==> src/verilog/fbg_pkg.sv <==
`default_nettype none
package fbg_pkg;
    // register offsets on the byte-wide parallel port
    localparam logic [3:0] ADDR_HOLD       = 4'h0;  // transmit holding register, write only
    localparam logic [3:0] ADDR_DIV_LOW    = 4'h1;  // divisor integer bits 7:0
    localparam logic [3:0] ADDR_DIV_HIGH   = 4'h2;  // divisor integer bits 15:8
    localparam logic [3:0] ADDR_DIV_FRAC   = 4'h3;  // divisor fraction, low nibble
    localparam logic [3:0] ADDR_LINE_CTRL  = 4'h4;  // frame format
    localparam logic [3:0] ADDR_LINE_STAT  = 4'h5;  // line status, read only
    localparam logic [3:0] ADDR_MODEM_CTRL = 4'h6;  // modem control, prescaler select
    localparam logic [3:0] ADDR_EIGHT_X    = 4'h7;  // 8x sampling select
    localparam logic [3:0] ADDR_FOUR_X     = 4'h8;  // 4x sampling select

    // reset values
    localparam logic [7:0] RST_DIV_LOW    = 8'h01;
    localparam logic [7:0] RST_DIV_HIGH   = 8'h00;
    localparam logic [7:0] RST_DIV_FRAC   = 8'h00;
    localparam logic [7:0] RST_LINE_CTRL  = 8'h03;  // 8 data bits, no parity, 1 stop
    localparam logic [7:0] RST_MODEM_CTRL = 8'h00;
    localparam logic [7:0] RST_SEL        = 8'h00;
    localparam logic [7:0] SEL_ON         = 8'hFF;  // value that turns a sampling select on

    // field positions
    localparam int MCR_PRESCALE_BIT = 7;  // 1 = divide input clock by 4
    localparam int LC_WLEN_LSB      = 0;  // 2 bits: 0..3 = 5..8 data bits
    localparam int LC_STOP2_BIT     = 2;  // 1 = two stop bits
    localparam int LC_PAR_EN_BIT    = 3;  // 1 = parity bit sent
    localparam int LC_PAR_EVEN_BIT  = 4;  // 1 = even parity
    localparam int LS_HOLD_EMPTY    = 5;  // transmit fifo empty
    localparam int LS_TX_EMPTY      = 6;  // fifo and shifter both empty
    localparam int FRAC_BITS        = 4;  // implemented fraction bits

    // timing counts
    localparam logic [1:0] PRESCALE_LAST = 2'h3;     // divide by 4: ticks on count 3
    localparam logic [4:0] SPB_16X       = 5'h10;
    localparam logic [4:0] SPB_8X        = 5'h08;
    localparam logic [4:0] SPB_4X        = 5'h04;
    localparam logic [3:0] MIN_DATA_BITS = 4'h5;

    // fifo shape
    localparam int TX_FIFO_WIDTH = 8;
    localparam int TX_FIFO_DEPTH = 16;

    // transmitter states
    typedef enum logic [4:0] {
        TX_IDLE   = 5'b00001,
        TX_START  = 5'b00010,
        TX_DATA   = 5'b00100,
        TX_PARITY = 5'b01000,
        TX_STOP   = 5'b10000
    } fbg_tx_state_type;
endpackage : fbg_pkg
`default_nettype wire

==> src/verilog/fbg_fifo_if.sv <==
`timescale 1ns/100ps
`default_nettype none
// carries the fill and drain handshakes between transmitter and its fifo
interface fbg_fifo_if #(
    parameter int WIDTH = 8
);
    logic             wr_valid;  // byte offered for storage
    logic             wr_ready;  // fifo has room
    logic [WIDTH-1:0] wr_data;   // byte to store
    logic             rd_valid;  // fifo holds data
    logic             rd_ready;  // head taken this cycle
    logic [WIDTH-1:0] rd_data;   // head of fifo

    // side that fills and drains
    modport user (output wr_valid, output wr_data, input wr_ready,
                  input rd_valid, input rd_data, output rd_ready);
    // storage side
    modport store (input wr_valid, input wr_data, output wr_ready,
                   output rd_valid, output rd_data, input rd_ready);
endinterface : fbg_fifo_if
`default_nettype wire

==> src/verilog/fbg_fifo.sv <==
`timescale 1ns/100ps
`default_nettype none
// first-in first-out store with valid/ready on both sides
module fbg_fifo #(
    parameter int WIDTH = 8,
    parameter int DEPTH = 16
) (
    input  wire logic clk,
    input  wire logic sys_rst,
    fbg_fifo_if.store port
);
    localparam int AW = $clog2(DEPTH);

    logic [WIDTH-1:0] mem [DEPTH];   // storage array
    logic [AW:0]      wr_ptr_q;      // write pointer with wrap bit
    logic [AW:0]      rd_ptr_q;      // read pointer with wrap bit
    logic             full;          // no room left
    logic             empty;         // nothing stored

    assign empty = (wr_ptr_q == rd_ptr_q);
    assign full  = (wr_ptr_q[AW] != rd_ptr_q[AW]) && (wr_ptr_q[AW-1:0] == rd_ptr_q[AW-1:0]);

    assign port.wr_ready = !full;
    assign port.rd_valid = !empty;
    assign port.rd_data  = mem[rd_ptr_q[AW-1:0]];

    // write side stores and advances
    always_ff @(posedge clk or posedge sys_rst) begin
        if (sys_rst) begin
            wr_ptr_q <= '0;
        end else if (port.wr_valid && !full) begin
            wr_ptr_q <= wr_ptr_q + 1'b1;
        end
    end

    // array itself, no reset needed
    always_ff @(posedge clk) begin
        if (port.wr_valid && !full) begin
            mem[wr_ptr_q[AW-1:0]] <= port.wr_data;
        end
    end

    // read side advances on accepted pop
    always_ff @(posedge clk or posedge sys_rst) begin
        if (sys_rst) begin
            rd_ptr_q <= '0;
        end else if (port.rd_ready && !empty) begin
            rd_ptr_q <= rd_ptr_q + 1'b1;
        end
    end
endmodule : fbg_fifo
`default_nettype wire

==> src/verilog/fbg_channel.sv <==
`timescale 1ns/100ps
`default_nettype none
// Operation
// - one oscillator clock drives every channel generator
// - each channel owns generator and prescaler
// - prescaler bit divides by one or four
// - divisor one to 65536 minus one sixteenth
// - sampling tick times transmit shifting, receive sampling
// - divisor resets to one
// - high byte bits 15:8, low 7:0
// - four fraction bits add n sixteenths
// - 8x or 4x when that select alone is 0xFF, else 16x (both at 0xFF gives 16x)
// - 8x odd fraction may jitter one sixteenth
// - 8-bit shifter fed from 16-byte fifo
// - bit lasts 16, 8 or 4 ticks
// - start, data, optional parity, stop bits
// - fifo and shifter status in line status
// - holding empty set when fifo empty
// - transmitter empty when fifo and shifter empty
// - least significant data bit sent first
module fbg_channel (
    input  wire logic       clk,              // oscillator clock, shared by all channels
    input  wire logic       sys_rst,          // asynchronous reset, active high
    input  wire logic       cs_n,             // chip select, active low
    input  wire logic       wr_en,            // one-cycle write strobe
    input  wire logic       rd_en,            // one-cycle read strobe
    input  wire logic [3:0] addr,             // register offset
    input  wire logic [7:0] wdata,            // write data
    output logic      [7:0] rdata,            // read data, registered
    output logic            tx_fifo_ready,    // transmit fifo can take a byte
    output logic            sample_tick,      // sampling clock enable, also for the receiver
    output logic            tx_out            // serial output, idles high
);
    // local sampling-mode decode used by the shifter bit timing
    function automatic logic [4:0] samples_per_bit(input logic [7:0] eight_sel,
                                                   input logic [7:0] four_sel);
        logic e8;
        logic e4;
        e8 = (eight_sel == fbg_pkg::SEL_ON);
        e4 = (four_sel == fbg_pkg::SEL_ON);
        if (e8 && !e4) begin
            samples_per_bit = fbg_pkg::SPB_8X;
        end else if (e4 && !e8) begin
            samples_per_bit = fbg_pkg::SPB_4X;
        end else begin
            samples_per_bit = fbg_pkg::SPB_16X;   // both off, or reserved both-on
        end
    endfunction : samples_per_bit

    // register access decode
    function automatic logic hit(input logic cs_n_i, input logic strobe,
                                 input logic [3:0] a, input logic [3:0] target);
        hit = !cs_n_i && strobe && (a == target);
    endfunction : hit

    logic [7:0]  divisor_low_byte_q;        // integer bits 7:0
    logic [7:0]  divisor_high_byte_q;       // integer bits 15:8
    logic [7:0]  divisor_fraction_q;        // fraction, low nibble used
    logic [7:0]  line_ctrl_q;               // frame format
    logic [7:0]  modem_control_reg_q;       // prescaler select in bit 7
    logic [7:0]  eight_x_sampling_select_q; // 8x select
    logic [7:0]  four_x_sampling_select_q;  // 4x select
    logic [7:0]  line_status_reg;           // assembled status
    logic [7:0]  rdata_q;                   // read data register
    logic [1:0]  pre_cnt_q;                 // prescaler counter
    logic        pre_tick;                  // prescaled clock enable
    logic [16:0] div_cnt_q;                 // remaining prescaled ticks in period
    logic [3:0]  frac_acc_q;                // fraction accumulator
    logic [4:0]  frac_sum;                  // accumulator plus fraction, carry on top
    logic [16:0] int_eff;                   // integer divisor, zero taken as one
    logic [16:0] next_period;               // length of next sampling period
    logic        tick;                      // sampling clock enable, internal
    logic        sample_tick_q;             // registered copy for the port
    fbg_pkg::fbg_tx_state_type state_q;     // transmitter state
    logic [7:0]  shift_q;                   // transmit shift register
    logic [4:0]  smp_q;                     // sampling ticks within a bit
    logic [3:0]  bitn_q;                    // data bits sent
    logic        stopn_q;                   // first stop bit done
    logic        par_q;                     // parity of loaded byte
    logic        tx_q;                      // serial line register
    logic [4:0]  spb;                       // ticks per bit
    logic        bit_end;                   // last tick of current bit
    logic [3:0]  nbits;                     // data bits per frame
    logic        fifo_empty;                // nothing queued
    logic        shifter_idle;              // no frame in flight

    fbg_fifo_if #(.WIDTH(fbg_pkg::TX_FIFO_WIDTH)) txq ();

    // transmit fifo in front of the shifter
    fbg_fifo #(
        .WIDTH (fbg_pkg::TX_FIFO_WIDTH),
        .DEPTH (fbg_pkg::TX_FIFO_DEPTH)
    ) u_tx_fifo (
        .clk     (clk),
        .sys_rst (sys_rst),
        .port    (txq.store)
    );

    // holding register writes go straight into the fifo
    assign txq.wr_valid = hit(cs_n, wr_en, addr, fbg_pkg::ADDR_HOLD);
    assign txq.wr_data  = wdata;
    assign tx_fifo_ready = txq.wr_ready;

    // configuration registers
    always_ff @(posedge clk or posedge sys_rst) begin
        if (sys_rst) begin
            divisor_low_byte_q        <= fbg_pkg::RST_DIV_LOW;
            divisor_high_byte_q       <= fbg_pkg::RST_DIV_HIGH;
            divisor_fraction_q        <= fbg_pkg::RST_DIV_FRAC;
            line_ctrl_q               <= fbg_pkg::RST_LINE_CTRL;
            modem_control_reg_q       <= fbg_pkg::RST_MODEM_CTRL;
            eight_x_sampling_select_q <= fbg_pkg::RST_SEL;
            four_x_sampling_select_q  <= fbg_pkg::RST_SEL;
        end else begin
            if (hit(cs_n, wr_en, addr, fbg_pkg::ADDR_DIV_LOW)) begin
                divisor_low_byte_q <= wdata;
            end
            if (hit(cs_n, wr_en, addr, fbg_pkg::ADDR_DIV_HIGH)) begin
                divisor_high_byte_q <= wdata;
            end
            if (hit(cs_n, wr_en, addr, fbg_pkg::ADDR_DIV_FRAC)) begin
                // upper nibble not implemented
                divisor_fraction_q <= {4'h0, wdata[fbg_pkg::FRAC_BITS-1:0]};
            end
            if (hit(cs_n, wr_en, addr, fbg_pkg::ADDR_LINE_CTRL)) begin
                line_ctrl_q <= wdata;
            end
            if (hit(cs_n, wr_en, addr, fbg_pkg::ADDR_MODEM_CTRL)) begin
                modem_control_reg_q <= wdata;
            end
            if (hit(cs_n, wr_en, addr, fbg_pkg::ADDR_EIGHT_X)) begin
                eight_x_sampling_select_q <= wdata;
            end
            if (hit(cs_n, wr_en, addr, fbg_pkg::ADDR_FOUR_X)) begin
                four_x_sampling_select_q <= wdata;
            end
        end
    end

    // status: fifo empty and whole transmitter empty
    assign fifo_empty   = !txq.rd_valid;
    assign shifter_idle = (state_q == fbg_pkg::TX_IDLE);
    always_comb begin
        line_status_reg = 8'h00;
        line_status_reg[fbg_pkg::LS_HOLD_EMPTY] = fifo_empty;
        line_status_reg[fbg_pkg::LS_TX_EMPTY]   = fifo_empty && shifter_idle;
    end

    // read data, one cycle after the strobe; unmapped reads give zero
    always_ff @(posedge clk or posedge sys_rst) begin
        if (sys_rst) begin
            rdata_q <= 8'h00;
        end else if (!cs_n && rd_en) begin
            case (addr)
                fbg_pkg::ADDR_DIV_LOW:    rdata_q <= divisor_low_byte_q;
                fbg_pkg::ADDR_DIV_HIGH:   rdata_q <= divisor_high_byte_q;
                fbg_pkg::ADDR_DIV_FRAC:   rdata_q <= divisor_fraction_q;
                fbg_pkg::ADDR_LINE_CTRL:  rdata_q <= line_ctrl_q;
                fbg_pkg::ADDR_LINE_STAT:  rdata_q <= line_status_reg;
                fbg_pkg::ADDR_MODEM_CTRL: rdata_q <= modem_control_reg_q;
                fbg_pkg::ADDR_EIGHT_X:    rdata_q <= eight_x_sampling_select_q;
                fbg_pkg::ADDR_FOUR_X:     rdata_q <= four_x_sampling_select_q;
                default:                  rdata_q <= 8'h00;
            endcase
        end
    end
    assign rdata = rdata_q;

    // prescaler: every clock, or every fourth clock when selected
    always_ff @(posedge clk or posedge sys_rst) begin
        if (sys_rst) begin
            pre_cnt_q <= 2'h0;
        end else begin
            pre_cnt_q <= pre_cnt_q + 2'h1;
        end
    end
    assign pre_tick = modem_control_reg_q[fbg_pkg::MCR_PRESCALE_BIT] ?
                      (pre_cnt_q == fbg_pkg::PRESCALE_LAST) : 1'b1;

    // next period from the live registers, sampled only at reload
    assign int_eff     = ({divisor_high_byte_q, divisor_low_byte_q} == 16'h0000) ?
                         17'h00001 : {1'b0, divisor_high_byte_q, divisor_low_byte_q};
    assign frac_sum    = {1'b0, frac_acc_q} + {1'b0, divisor_fraction_q[3:0]};
    assign next_period = int_eff + {16'h0000, frac_sum[4]};
    assign tick        = pre_tick && (div_cnt_q <= 17'h00001);

    // divisor counter; a carry stretches one period by a prescaled tick
    always_ff @(posedge clk or posedge sys_rst) begin
        if (sys_rst) begin
            div_cnt_q  <= 17'h00001;
            frac_acc_q <= 4'h0;
        end else if (tick) begin
            div_cnt_q  <= next_period;
            frac_acc_q <= frac_sum[3:0];
        end else if (pre_tick) begin
            div_cnt_q <= div_cnt_q - 17'h00001;
        end
    end

    // registered sampling enable for the receiver side
    always_ff @(posedge clk or posedge sys_rst) begin
        if (sys_rst) begin
            sample_tick_q <= 1'b0;
        end else begin
            sample_tick_q <= tick;
        end
    end
    assign sample_tick = sample_tick_q;

    // bit timing in sampling ticks; odd fractions at 8x give uneven bits
    assign spb     = samples_per_bit(eight_x_sampling_select_q, four_x_sampling_select_q);
    assign bit_end = tick && (smp_q == spb - 5'h01);
    assign nbits   = fbg_pkg::MIN_DATA_BITS +
                     {2'b00, line_ctrl_q[fbg_pkg::LC_WLEN_LSB +: 2]};

    // pop the fifo head when the shifter is free
    assign txq.rd_ready = shifter_idle && txq.rd_valid;

    // sampling tick count inside a bit
    always_ff @(posedge clk or posedge sys_rst) begin
        if (sys_rst) begin
            smp_q <= 5'h00;
        end else if (shifter_idle) begin
            smp_q <= 5'h00;
        end else if (bit_end) begin
            smp_q <= 5'h00;
        end else if (tick) begin
            smp_q <= smp_q + 5'h01;
        end
    end

    // frame sequencer
    always_ff @(posedge clk or posedge sys_rst) begin
        if (sys_rst) begin
            state_q <= fbg_pkg::TX_IDLE;
            shift_q <= 8'h00;
            bitn_q  <= 4'h0;
            stopn_q <= 1'b0;
            par_q   <= 1'b0;
            tx_q    <= 1'b1;
        end else begin
            case (state_q)
                fbg_pkg::TX_IDLE: begin
                    // load a byte and drive the start bit at once
                    if (txq.rd_valid) begin
                        shift_q <= txq.rd_data;
                        par_q   <= ^(txq.rd_data & (8'hFF >> (4'h8 - nbits))) ^
                                   !line_ctrl_q[fbg_pkg::LC_PAR_EVEN_BIT];
                        tx_q    <= 1'b0;
                        state_q <= fbg_pkg::TX_START;
                    end else begin
                        tx_q <= 1'b1;
                    end
                end
                fbg_pkg::TX_START: begin
                    // first data bit is bit 0
                    if (bit_end) begin
                        tx_q    <= shift_q[0];
                        shift_q <= {1'b0, shift_q[7:1]};
                        bitn_q  <= 4'h1;
                        state_q <= fbg_pkg::TX_DATA;
                    end
                end
                fbg_pkg::TX_DATA: begin
                    if (bit_end) begin
                        if (bitn_q == nbits) begin
                            // data done: parity if enabled, else stop
                            stopn_q <= 1'b0;
                            if (line_ctrl_q[fbg_pkg::LC_PAR_EN_BIT]) begin
                                tx_q    <= par_q;
                                state_q <= fbg_pkg::TX_PARITY;
                            end else begin
                                tx_q    <= 1'b1;
                                state_q <= fbg_pkg::TX_STOP;
                            end
                        end else begin
                            tx_q    <= shift_q[0];
                            shift_q <= {1'b0, shift_q[7:1]};
                            bitn_q  <= bitn_q + 4'h1;
                        end
                    end
                end
                fbg_pkg::TX_PARITY: begin
                    if (bit_end) begin
                        tx_q    <= 1'b1;
                        state_q <= fbg_pkg::TX_STOP;
                    end
                end
                fbg_pkg::TX_STOP: begin
                    // one or two stop bits, line stays high
                    if (bit_end) begin
                        if (line_ctrl_q[fbg_pkg::LC_STOP2_BIT] && !stopn_q) begin
                            stopn_q <= 1'b1;
                        end else begin
                            state_q <= fbg_pkg::TX_IDLE;
                        end
                    end
                end
                default: begin
                    state_q <= fbg_pkg::TX_IDLE;
                    tx_q    <= 1'b1;
                end
            endcase
        end
    end
    assign tx_out = tx_q;
endmodule : fbg_channel
`default_nettype wire

==> config.mk <==
export PLATFORM = sky130hd
export DESIGN_NAME = fbg_channel
export DESIGN_NICKNAME = d
export VERILOG_FILES = /design/src/verilog/fbg_pkg.sv /design/src/verilog/fbg_fifo_if.sv /design/src/verilog/fbg_fifo.sv /design/src/verilog/fbg_channel.sv
export SDC_FILE = /design/constraint.sdc
export NUM_CORES = 1
export LEC_CHECK = 0
export BUFFER_PORTS_ARGS = -buffer_cell sky130_fd_sc_hd__clkbuf_2
export CAP_MARGIN = 20
export CORE_ASPECT_RATIO = 1.4
export CORE_MARGIN = 2
export CORE_UTILIZATION = 25
export DETAILED_ROUTE_END_ITERATION = 10
export GPL_TIMING_DRIVEN = 1
export SLEW_MARGIN = 20
export SYNTH_ARGS = -nofsm -noshare
export SYNTH_HDL_FRONTEND = slang
export SYNTH_SLANG_ARGS = --single-unit
export TNS_END_PERCENT = 30
==> constraint.sdc <==
create_clock -name clk -period 11 [get_ports clk]
set_input_delay 2.2 -clock clk [delete_from_list [all_inputs] [get_ports clk]]
set_output_delay 2.2 -clock clk [all_outputs]
set_load 0.1 [all_outputs]
==> flow_metrics.py, run 1 <==
metrics = {
    "synth": {
        "ys_async_sr_fraction_pct": 48.18,
        "synthTopCellsByArea": "edfxtp_1 (32%), dfrtp_1 (24%), mux4_2 (7.4%)",
        "avgSynthCellArea_um2": 13.31,
        "syn_inst": 893,
        "synth_seq_cells": 247,
        "yosysTopAreaCellShare_pct": 32.33,
        "yosysMostFrequentCell": "edfxtp_1",
        "yosys_warnings": 0,
        "ys_seq_area_share_pct": 57.45,
        "yosys.cell_types.count": 73,
        "yosys-top-cells-count": "edfxtp_1 (128), dfrtp_1 (113), nor2_1 (57)",
        "synthFlopType": "edfxtp_1",
        "synth_nets": 932,
        "netlist_area_um2": 11890,
        "synth_area_leader_cell": "edfxtp_1",
        "synth_edf_count": 128,
    },
    "cells_and_area": {
        "diodes": 0,
        "layout-area-overhead-vs-synth_pct": 13.48,
        "design_area_um2": 13490,
        "drive_above_1_share_pct": 20.54,
        "final_cells": 1554,
        "finalNetCount": 951,
        "fill_cells": 4776,
    },
    "placed_design": {
        "dp_hpwl_mm": 20.87,
        "place_area_um2": 12680,
        "placedCellCount": 1510,
        "gp_congestion": 0.8156,
        "port_buffers": 27,
    },
    "clock_network": {
        "clk_latency_ns": 0.53,
        "cts_resized": 0,
        "cts_inserted_buffers": 24,
        "cts_num_sinks": 247,
        "h-tree-depth": 1,
        "cts_hold_buf": 0,
        "cts-root-buf": "clkbuf_16",
        "post-cts-setup-buffer-count": 0,
        "cts_tree": "done",
        "clockBufferDepth": 3,
        "clkSlewWorstSetupHoldPaths_ns": 0.06,
    },
    "worst_setup_path": {
        "critical_path_arrival_ns": 2.63,
        "critical_path_required_ns": 8.80,
        "path_class": "flop to output pin",
        "path_max_fanout": 42,
        "r2r_setup_slack_ns": 7.76,
        "crit_path_start_kind": "flop",
        "cp-end-kind": "output pin",
    },
    "sta": {
        "period_minus_slack_ns": 4.832,
        "hold-worst-slack_ns": 0.4366,
        "worst_pin_slew_ns": 0.8273,
        "setup_viol": 0,
        "slew_headroom_pct": 44.34,
        "hold_viol_final": 0,
        "fin_crit_sh_pct": 43.93,
        "skew_ns": 0.009150,
        "grt_setup_unrepaired": "false",
        "tns_ns": 0,
        "maxSlewViolCount": 0,
        "fmax_mhz": 207.0,
    },
    "floorplanning": {
        "ioPinCount": 28,
        "die_area_um2": 49340,
        "die_w_um": 188.3,
        "rows": 94,
        "die-height_um": 262.0,
        "initial_utilization_pct": 25.33,
        "core_area_um2": 46930,
    },
    "routing": {
        "drcViolationCount": 0,
        "vias_per_cell": 4.753,
        "first_pass_iters": 4,
        "wl_per_cell_um": 19.16,
        "wl_mm": 29.78,
        "via_count": 7386,
        "ant_nets": 0,
        "drtIter0Drc": 366,
    },
    "global_route": {
        "grt_antenna_before_repair": 0,
        "grt_pass1_wl_mm": 46.05,
        "grt_pass1_vias": 7681,
        "grt_max_degree": 79,
        "overflow": 0,
        "grt_usage_pct": 12.10,
    },
    "power": {
        "p_sw_share_pct": 27.70,
        "powerDensity_nw_per_um2": 171.4,
        "clockPowerShare_pct": 35.8,
        "p_switching_w": 0.0006407,
        "power.leakage_nw": 4.898,
        "p_total_w": 0.002313,
        "ir_drop_v": 0.0001389,
        "power_frac_seq_pct": 50.8,
        "p_int_w": 0.001672,
        "p_comb_share_pct": 13.4,
    },
    "job": {
        "drv_cap": 0,
    },
    "min_path": {
        "hold_path.class": "flop to flop",
    },
    "status": {
        "outcome": "finished, final reports clean",
    },
}
==> routing by layer <==
| metal | vias to the layer above | track usage, % | share of wire, % |
|---|---|---|---|
| met4 | 0 | 5.273 | 3.8 |
| met3 | 46 | 0.9749 | 2.7 |
| li1 | 3419 | - | - |
| met2 | 150 | 24.05 | 56 |
| met5 | - | 0 | 0 |
| met1 | 3771 | 13.03 | 38 |
==> layout make-up <==
type / instances / area, µm² / area share (%)
Sequential cell: 247 / 6832 / 50.64
Multi-Input combinational cell: 580 / 4807 / 35.63
Tap cell: 624 / 780.7 / 5.787
Clock buffer: 30 / 654.4 / 4.851
Timing Repair Buffer: 34 / 191.4 / 1.419
Clock inverter: 14 / 128.9 / 0.9553
Inverter: 25 / 96.34 / 0.7142
==> cells in the final DEF, fill, tap and decap left out, types with 11 or more instances in the layout <==
cell type  count
a21oi_1       31
a22oi_1       13
clkbuf_16     25
clkbuf_2      27
dfrtp_1      111
edfxtp_1     128
ha_1          21
inv_1         23
mux2_2        55
mux2i_1       16
mux4_2        39
nand2_1       45
nand3_1       20
nand4_1       11
nor2_1        57
nor2b_1       18
nor3_1        15
nor4_1        11
o21ai_0       33
xnor2_1       49
xor2_1        15
==> path summary, 6_finish.rpt <==
| path | end | cells after the start | start |
|---|---|---|---|
| worst max-delay path | tx_fifo_ready | 5 | u_tx_fifo.rd_ptr_q[1] |
| max in group asynchronous | rdata[6] | 3 | sys_rst |
| worst max register to register | bitn_q[3] | 10 | eight_x_sampling_select_q[3] |
| min in group asynchronous | sample_tick | 2 | sys_rst |
| worst min register to register | pre_cnt_q[0] | 1 | pre_cnt_q[0] |
| worst min-delay path | pre_cnt_q[0] | 1 | pre_cnt_q[0] |
==> registers in the layout, indices dropped and copies added (netlist names), 4 cells and up <==
register and count:
line_ctrl_q 8, bitn_q 4, u_tx_fifo.wr_ptr_q 5, shift_q 8, div_cnt_q 17, frac_acc_q 4, u_tx_fifo.mem 128, divisor_high_byte_q 8
smp_q 5, state_q 5, divisor_low_byte_q 8, eight_x_sampling_select_q 8, four_x_sampling_select_q 8, u_tx_fifo.rd_ptr_q 5, rdata 8, modem_control_reg_q 8
divisor_fraction_q 4
==> kinds of logic (layout without fill, tap and decap cells) <==
family	after synthesis	count (layout)	synth area share [%]
flops	247	247	57.45
xor+xnor	65	65	4.905
fa+ha+maj	22	22	2.379
mux	111	111	14.07
buf+inv	66	103	2.284
simple gates	231	231	10.24
compound gates	151	151	8.673
==> per-stage QoR <==
stage / utilization, % / setup WS, ns
2_1_floorplan: - / 5.652
3_3_place_gp: 27.03 / 6.232
3_5_place_dp: 27.03 / 6.023
4_1_cts: 28.70 / 6.121
5_1_grt: 28.75 / 5.963
6_report: 28.75 / 6.168
==> power groups by stage <==
stage | Clock (W) | Sequential (W) | Combinational (W)
final | 0.000827 | 0.00118 | 0.000310
after global routing | 0.000882 | 0.00119 | 0.000343
after CTS | 0.000846 | 0.00117 | 0.000315
after detailed placement | 0 | 0.00119 | 0.000313
after global placement | 0 | 0.00119 | 0.000304
after floorplan | 0 | 0.00116 | 0.000230
==> worst max-delay path: stages, from the launching register on <==
cell,delay [ns]
dfrtp_2,0.34
buf_4,0.54
xor2_1,0.15
nor4_1,0.41
nand2b_1,0.21
clkbuf_2,0.42
Note: power is estimated with default switching activity, not from simulation.
==> inputs of run 2 (changes only) <==
Clock period 11 ns to 4.3 ns, I/O delays scaled along.
==> run 2 against run 1 <==
  * Critical path depth fell by 1
  * Power rose to 2.6 times the previous value
  * Combinational power rose to 2.6 times the previous value
  * Sequential share of layout area fell by 0.37 points
  * Non-clock buffer count rose by 10
  * Hold slack got worse by 0.011 ns
  * Sequential power rose to 2.5 times the previous value
  * Largest cell class unchanged
==> flow_metrics.py, run 2 (synthesized netlist as in run 1, its figures left out) <==
metrics = {
    "power": {
        "p_sw_share_pct": 26.71,
        "power_frac_seq_pct": 50.0,
        "power.leakage_nw": 4.962,
        "p_int_w": 0.004390,
        "clockPowerShare_pct": 36.6,
        "p_comb_share_pct": 13.4,
        "powerDensity_nw_per_um2": 440.7,
        "ir_drop_v": 0.0003406,
        "p_switching_w": 0.001600,
    },
    "worst_setup_path": {
        "r2r_end": "bitn_q[3]",
        "rr_startpoint": "eight_x_sampling_select_q[7]",
        "critical_path_arrival_ns": 2.50,
        "slowest_delay_ns": 0.86,
        "r2r_setup_slack_ns": 1.08,
        "cp_top_family": "flip-flops",
        "crit_slowest_cell": "dfrtp_2",
        "crit_path_start_kind": "flop",
        "path_class": "flop to output pin",
        "worstPathCellList": "xor2_1 -> nor4_1 -> nand2b_1 -> clkbuf_2",
        "path_max_fanout": 28,
        "rr_worst_depth": 10,
        "cp-end-kind": "output pin",
        "crit_buf_inv": 1,
        "critical_path_required_ns": 3.44,
    },
    "routing": {
        "via_count": 7442,
        "first_pass_iters": 5,
        "drcViolationCount": 0,
        "ant_nets": 0,
        "wl_per_cell_um": 18.67,
        "vias_per_cell": 4.758,
        "drtIter0Drc": 400,
        "wl_mm": 29.19,
    },
    "sta": {
        "maxSlewViolCount": 0,
        "fin_crit_sh_pct": 78.03,
        "worst_pin_slew_ns": 0.9075,
        "skew_ns": 0.01252,
        "slew_headroom_pct": 39.28,
        "period_minus_slack_ns": 3.355,
        "fin_ws_ns": 0.9447,
        "grt_setup_unrepaired": "false",
        "setup_viol": 0,
        "fmax_mhz": 298.0,
        "hold_viol_final": 0,
        "tns_ns": 0,
    },
    "clock_network": {
        "cts_resized": 0,
        "cts_hold_buf": 0,
        "cts_tree": "done",
        "clockBufferDepth": 3,
        "post-cts-setup-buffer-count": 0,
        "cts_inserted_buffers": 24,
        "clkSlewWorstSetupHoldPaths_ns": 0.06,
        "h-tree-depth": 1,
        "clk_latency_ns": 0.52,
        "cts_num_sinks": 247,
        "cts-root-buf": "clkbuf_16",
    },
    "global_route": {
        "grt_pass1_vias": 7657,
        "grt_pass1_wl_mm": 45.71,
        "grt_max_degree": 64,
        "overflow": 0,
        "grt_antenna_before_repair": 0,
        "grt_usage_pct": 11.94,
    },
    "floorplanning": {
        "rows": 94,
        "die_area_um2": 49340,
        "initial_utilization_pct": 25.33,
        "ioPinCount": 28,
        "core_area_um2": 46930,
        "die-height_um": 262.0,
        "die_w_um": 188.3,
    },
    "cells_and_area": {
        "final_cell_mix": "edfxtp_1 (128), dfrtp_1 (111), nor2_1 (57), mux2_2 (55), xnor2_1 (49)",
        "drive_above_1_share_pct": 20.96,
        "largest_reg_flops": 128,
        "diodes": 0,
        "layout-area-overhead-vs-synth_pct": 14.32,
        "finalNetCount": 961,
        "layout_commonest_cell": "edfxtp_1",
    },
    "job": {
        "drv_cap": 0,
    },
    "min_path": {
        "whs_endpoint": "pre_cnt_q[0]",
        "hp-start": "pre_cnt_q[0]",
        "hold_depth": 1,
        "hold_path.class": "flop to flop",
    },
    "placed_design": {
        "dp_hpwl_mm": 20.68,
        "pre_cts_ws_ns": 1.093,
        "port_buffers": 27,
        "gp_congestion": 0.8634,
    },
    "status": {
        "outcome": "finished, final reports clean",
    },
}
[run 2: changes by cell type in the layout (fill, tap and decap cells not counted), sizes merged]
cell | before | now
buf | 7 | 17
bufinv | 2 | 4
inv | 27 | 25
[run 2: power groups by stage]
stage	Combinational, W	Clock, W	Sequential (W)
CTS	0.000812	0.00224	0.00299
detailed placement	0.000808	0	0.00304
floorplan	0.000589	0	0.00297
finish	0.000801	0.00219	0.00300
global route	0.000891	0.00233	0.00303
global placement	0.000787	0	0.00303
[run 2: cell type report]
cell class,count,area [µm²]
clock buffers,30,654.4
clock inverters,14,165.2
fillers,4714,33340
inverters,25,96.34
multi-input cells,580,4787
flip-flops and latches,247,6832
well taps,624,780.7
repair buffers,44,275.3
[run 2: worst max-delay path by stage]
stage / from / to / slack [ns] / depth (start not counted)
after global routing: u_tx_fifo.rd_ptr_q[0] / tx_fifo_ready / 0.75 / 4
after detailed placement: cs_n / u_tx_fifo.mem[9][3] / 1.09 / 6
final: u_tx_fifo.rd_ptr_q[0] / tx_fifo_ready / 0.94 / 4
after floorplan: sys_rst / bitn_q[0] / 0.29 / 1
after CTS: u_tx_fifo.rd_ptr_q[0] / tx_fifo_ready / 0.93 / 4
after global placement: cs_n / u_tx_fifo.mem[9][3] / 1.15 / 6
[run 2: worst reg2reg max path: stages (launching register included)]
cell and delay [ns]:
dfrtp_1 0.37, nand4_1 0.09, or2_2 0.35, ha_1 0.30, xnor2_1 0.15, nand4b_1 0.29
nor4_1 0.77, o211ai_2 0.34, nor3_1 0.27, a21o_1 0.11, a22o_1 0.11
[run 2: per-layer routing]
layer / vias to the layer above / part of all wire, % / global-route usage (%)
li1: 3442 / - / -
met1: 3809 / 39 / 13.74
met2: 139 / 54 / 22.66
met3: 52 / 3.1 / 1.055
met4: 0 / 4.0 / 5.035
met5: - / 0 / 0
[run 2: per-stage QoR]
| step | instance area, µm² | instances | total power [W] | hold WS [ns] | utilization (%) |
|---|---|---|---|---|---|
| after detailed placement | 12770 | 1520 | 0.003850 | 0.4206 | 27.21 |
| after global placement | 12770 | 1520 | 0.003820 | 0.4113 | 27.21 |
| after floorplan | 11890 | 893 | 0.003561 | 0.4006 | - |
| final | 13590 | 1564 | 0.005989 | 0.4255 | 28.96 |
| after CTS | 13590 | 1564 | 0.006047 | 0.4304 | 28.96 |
| after global routing | 13590 | 1564 | 0.006253 | 0.4611 | 28.96 |
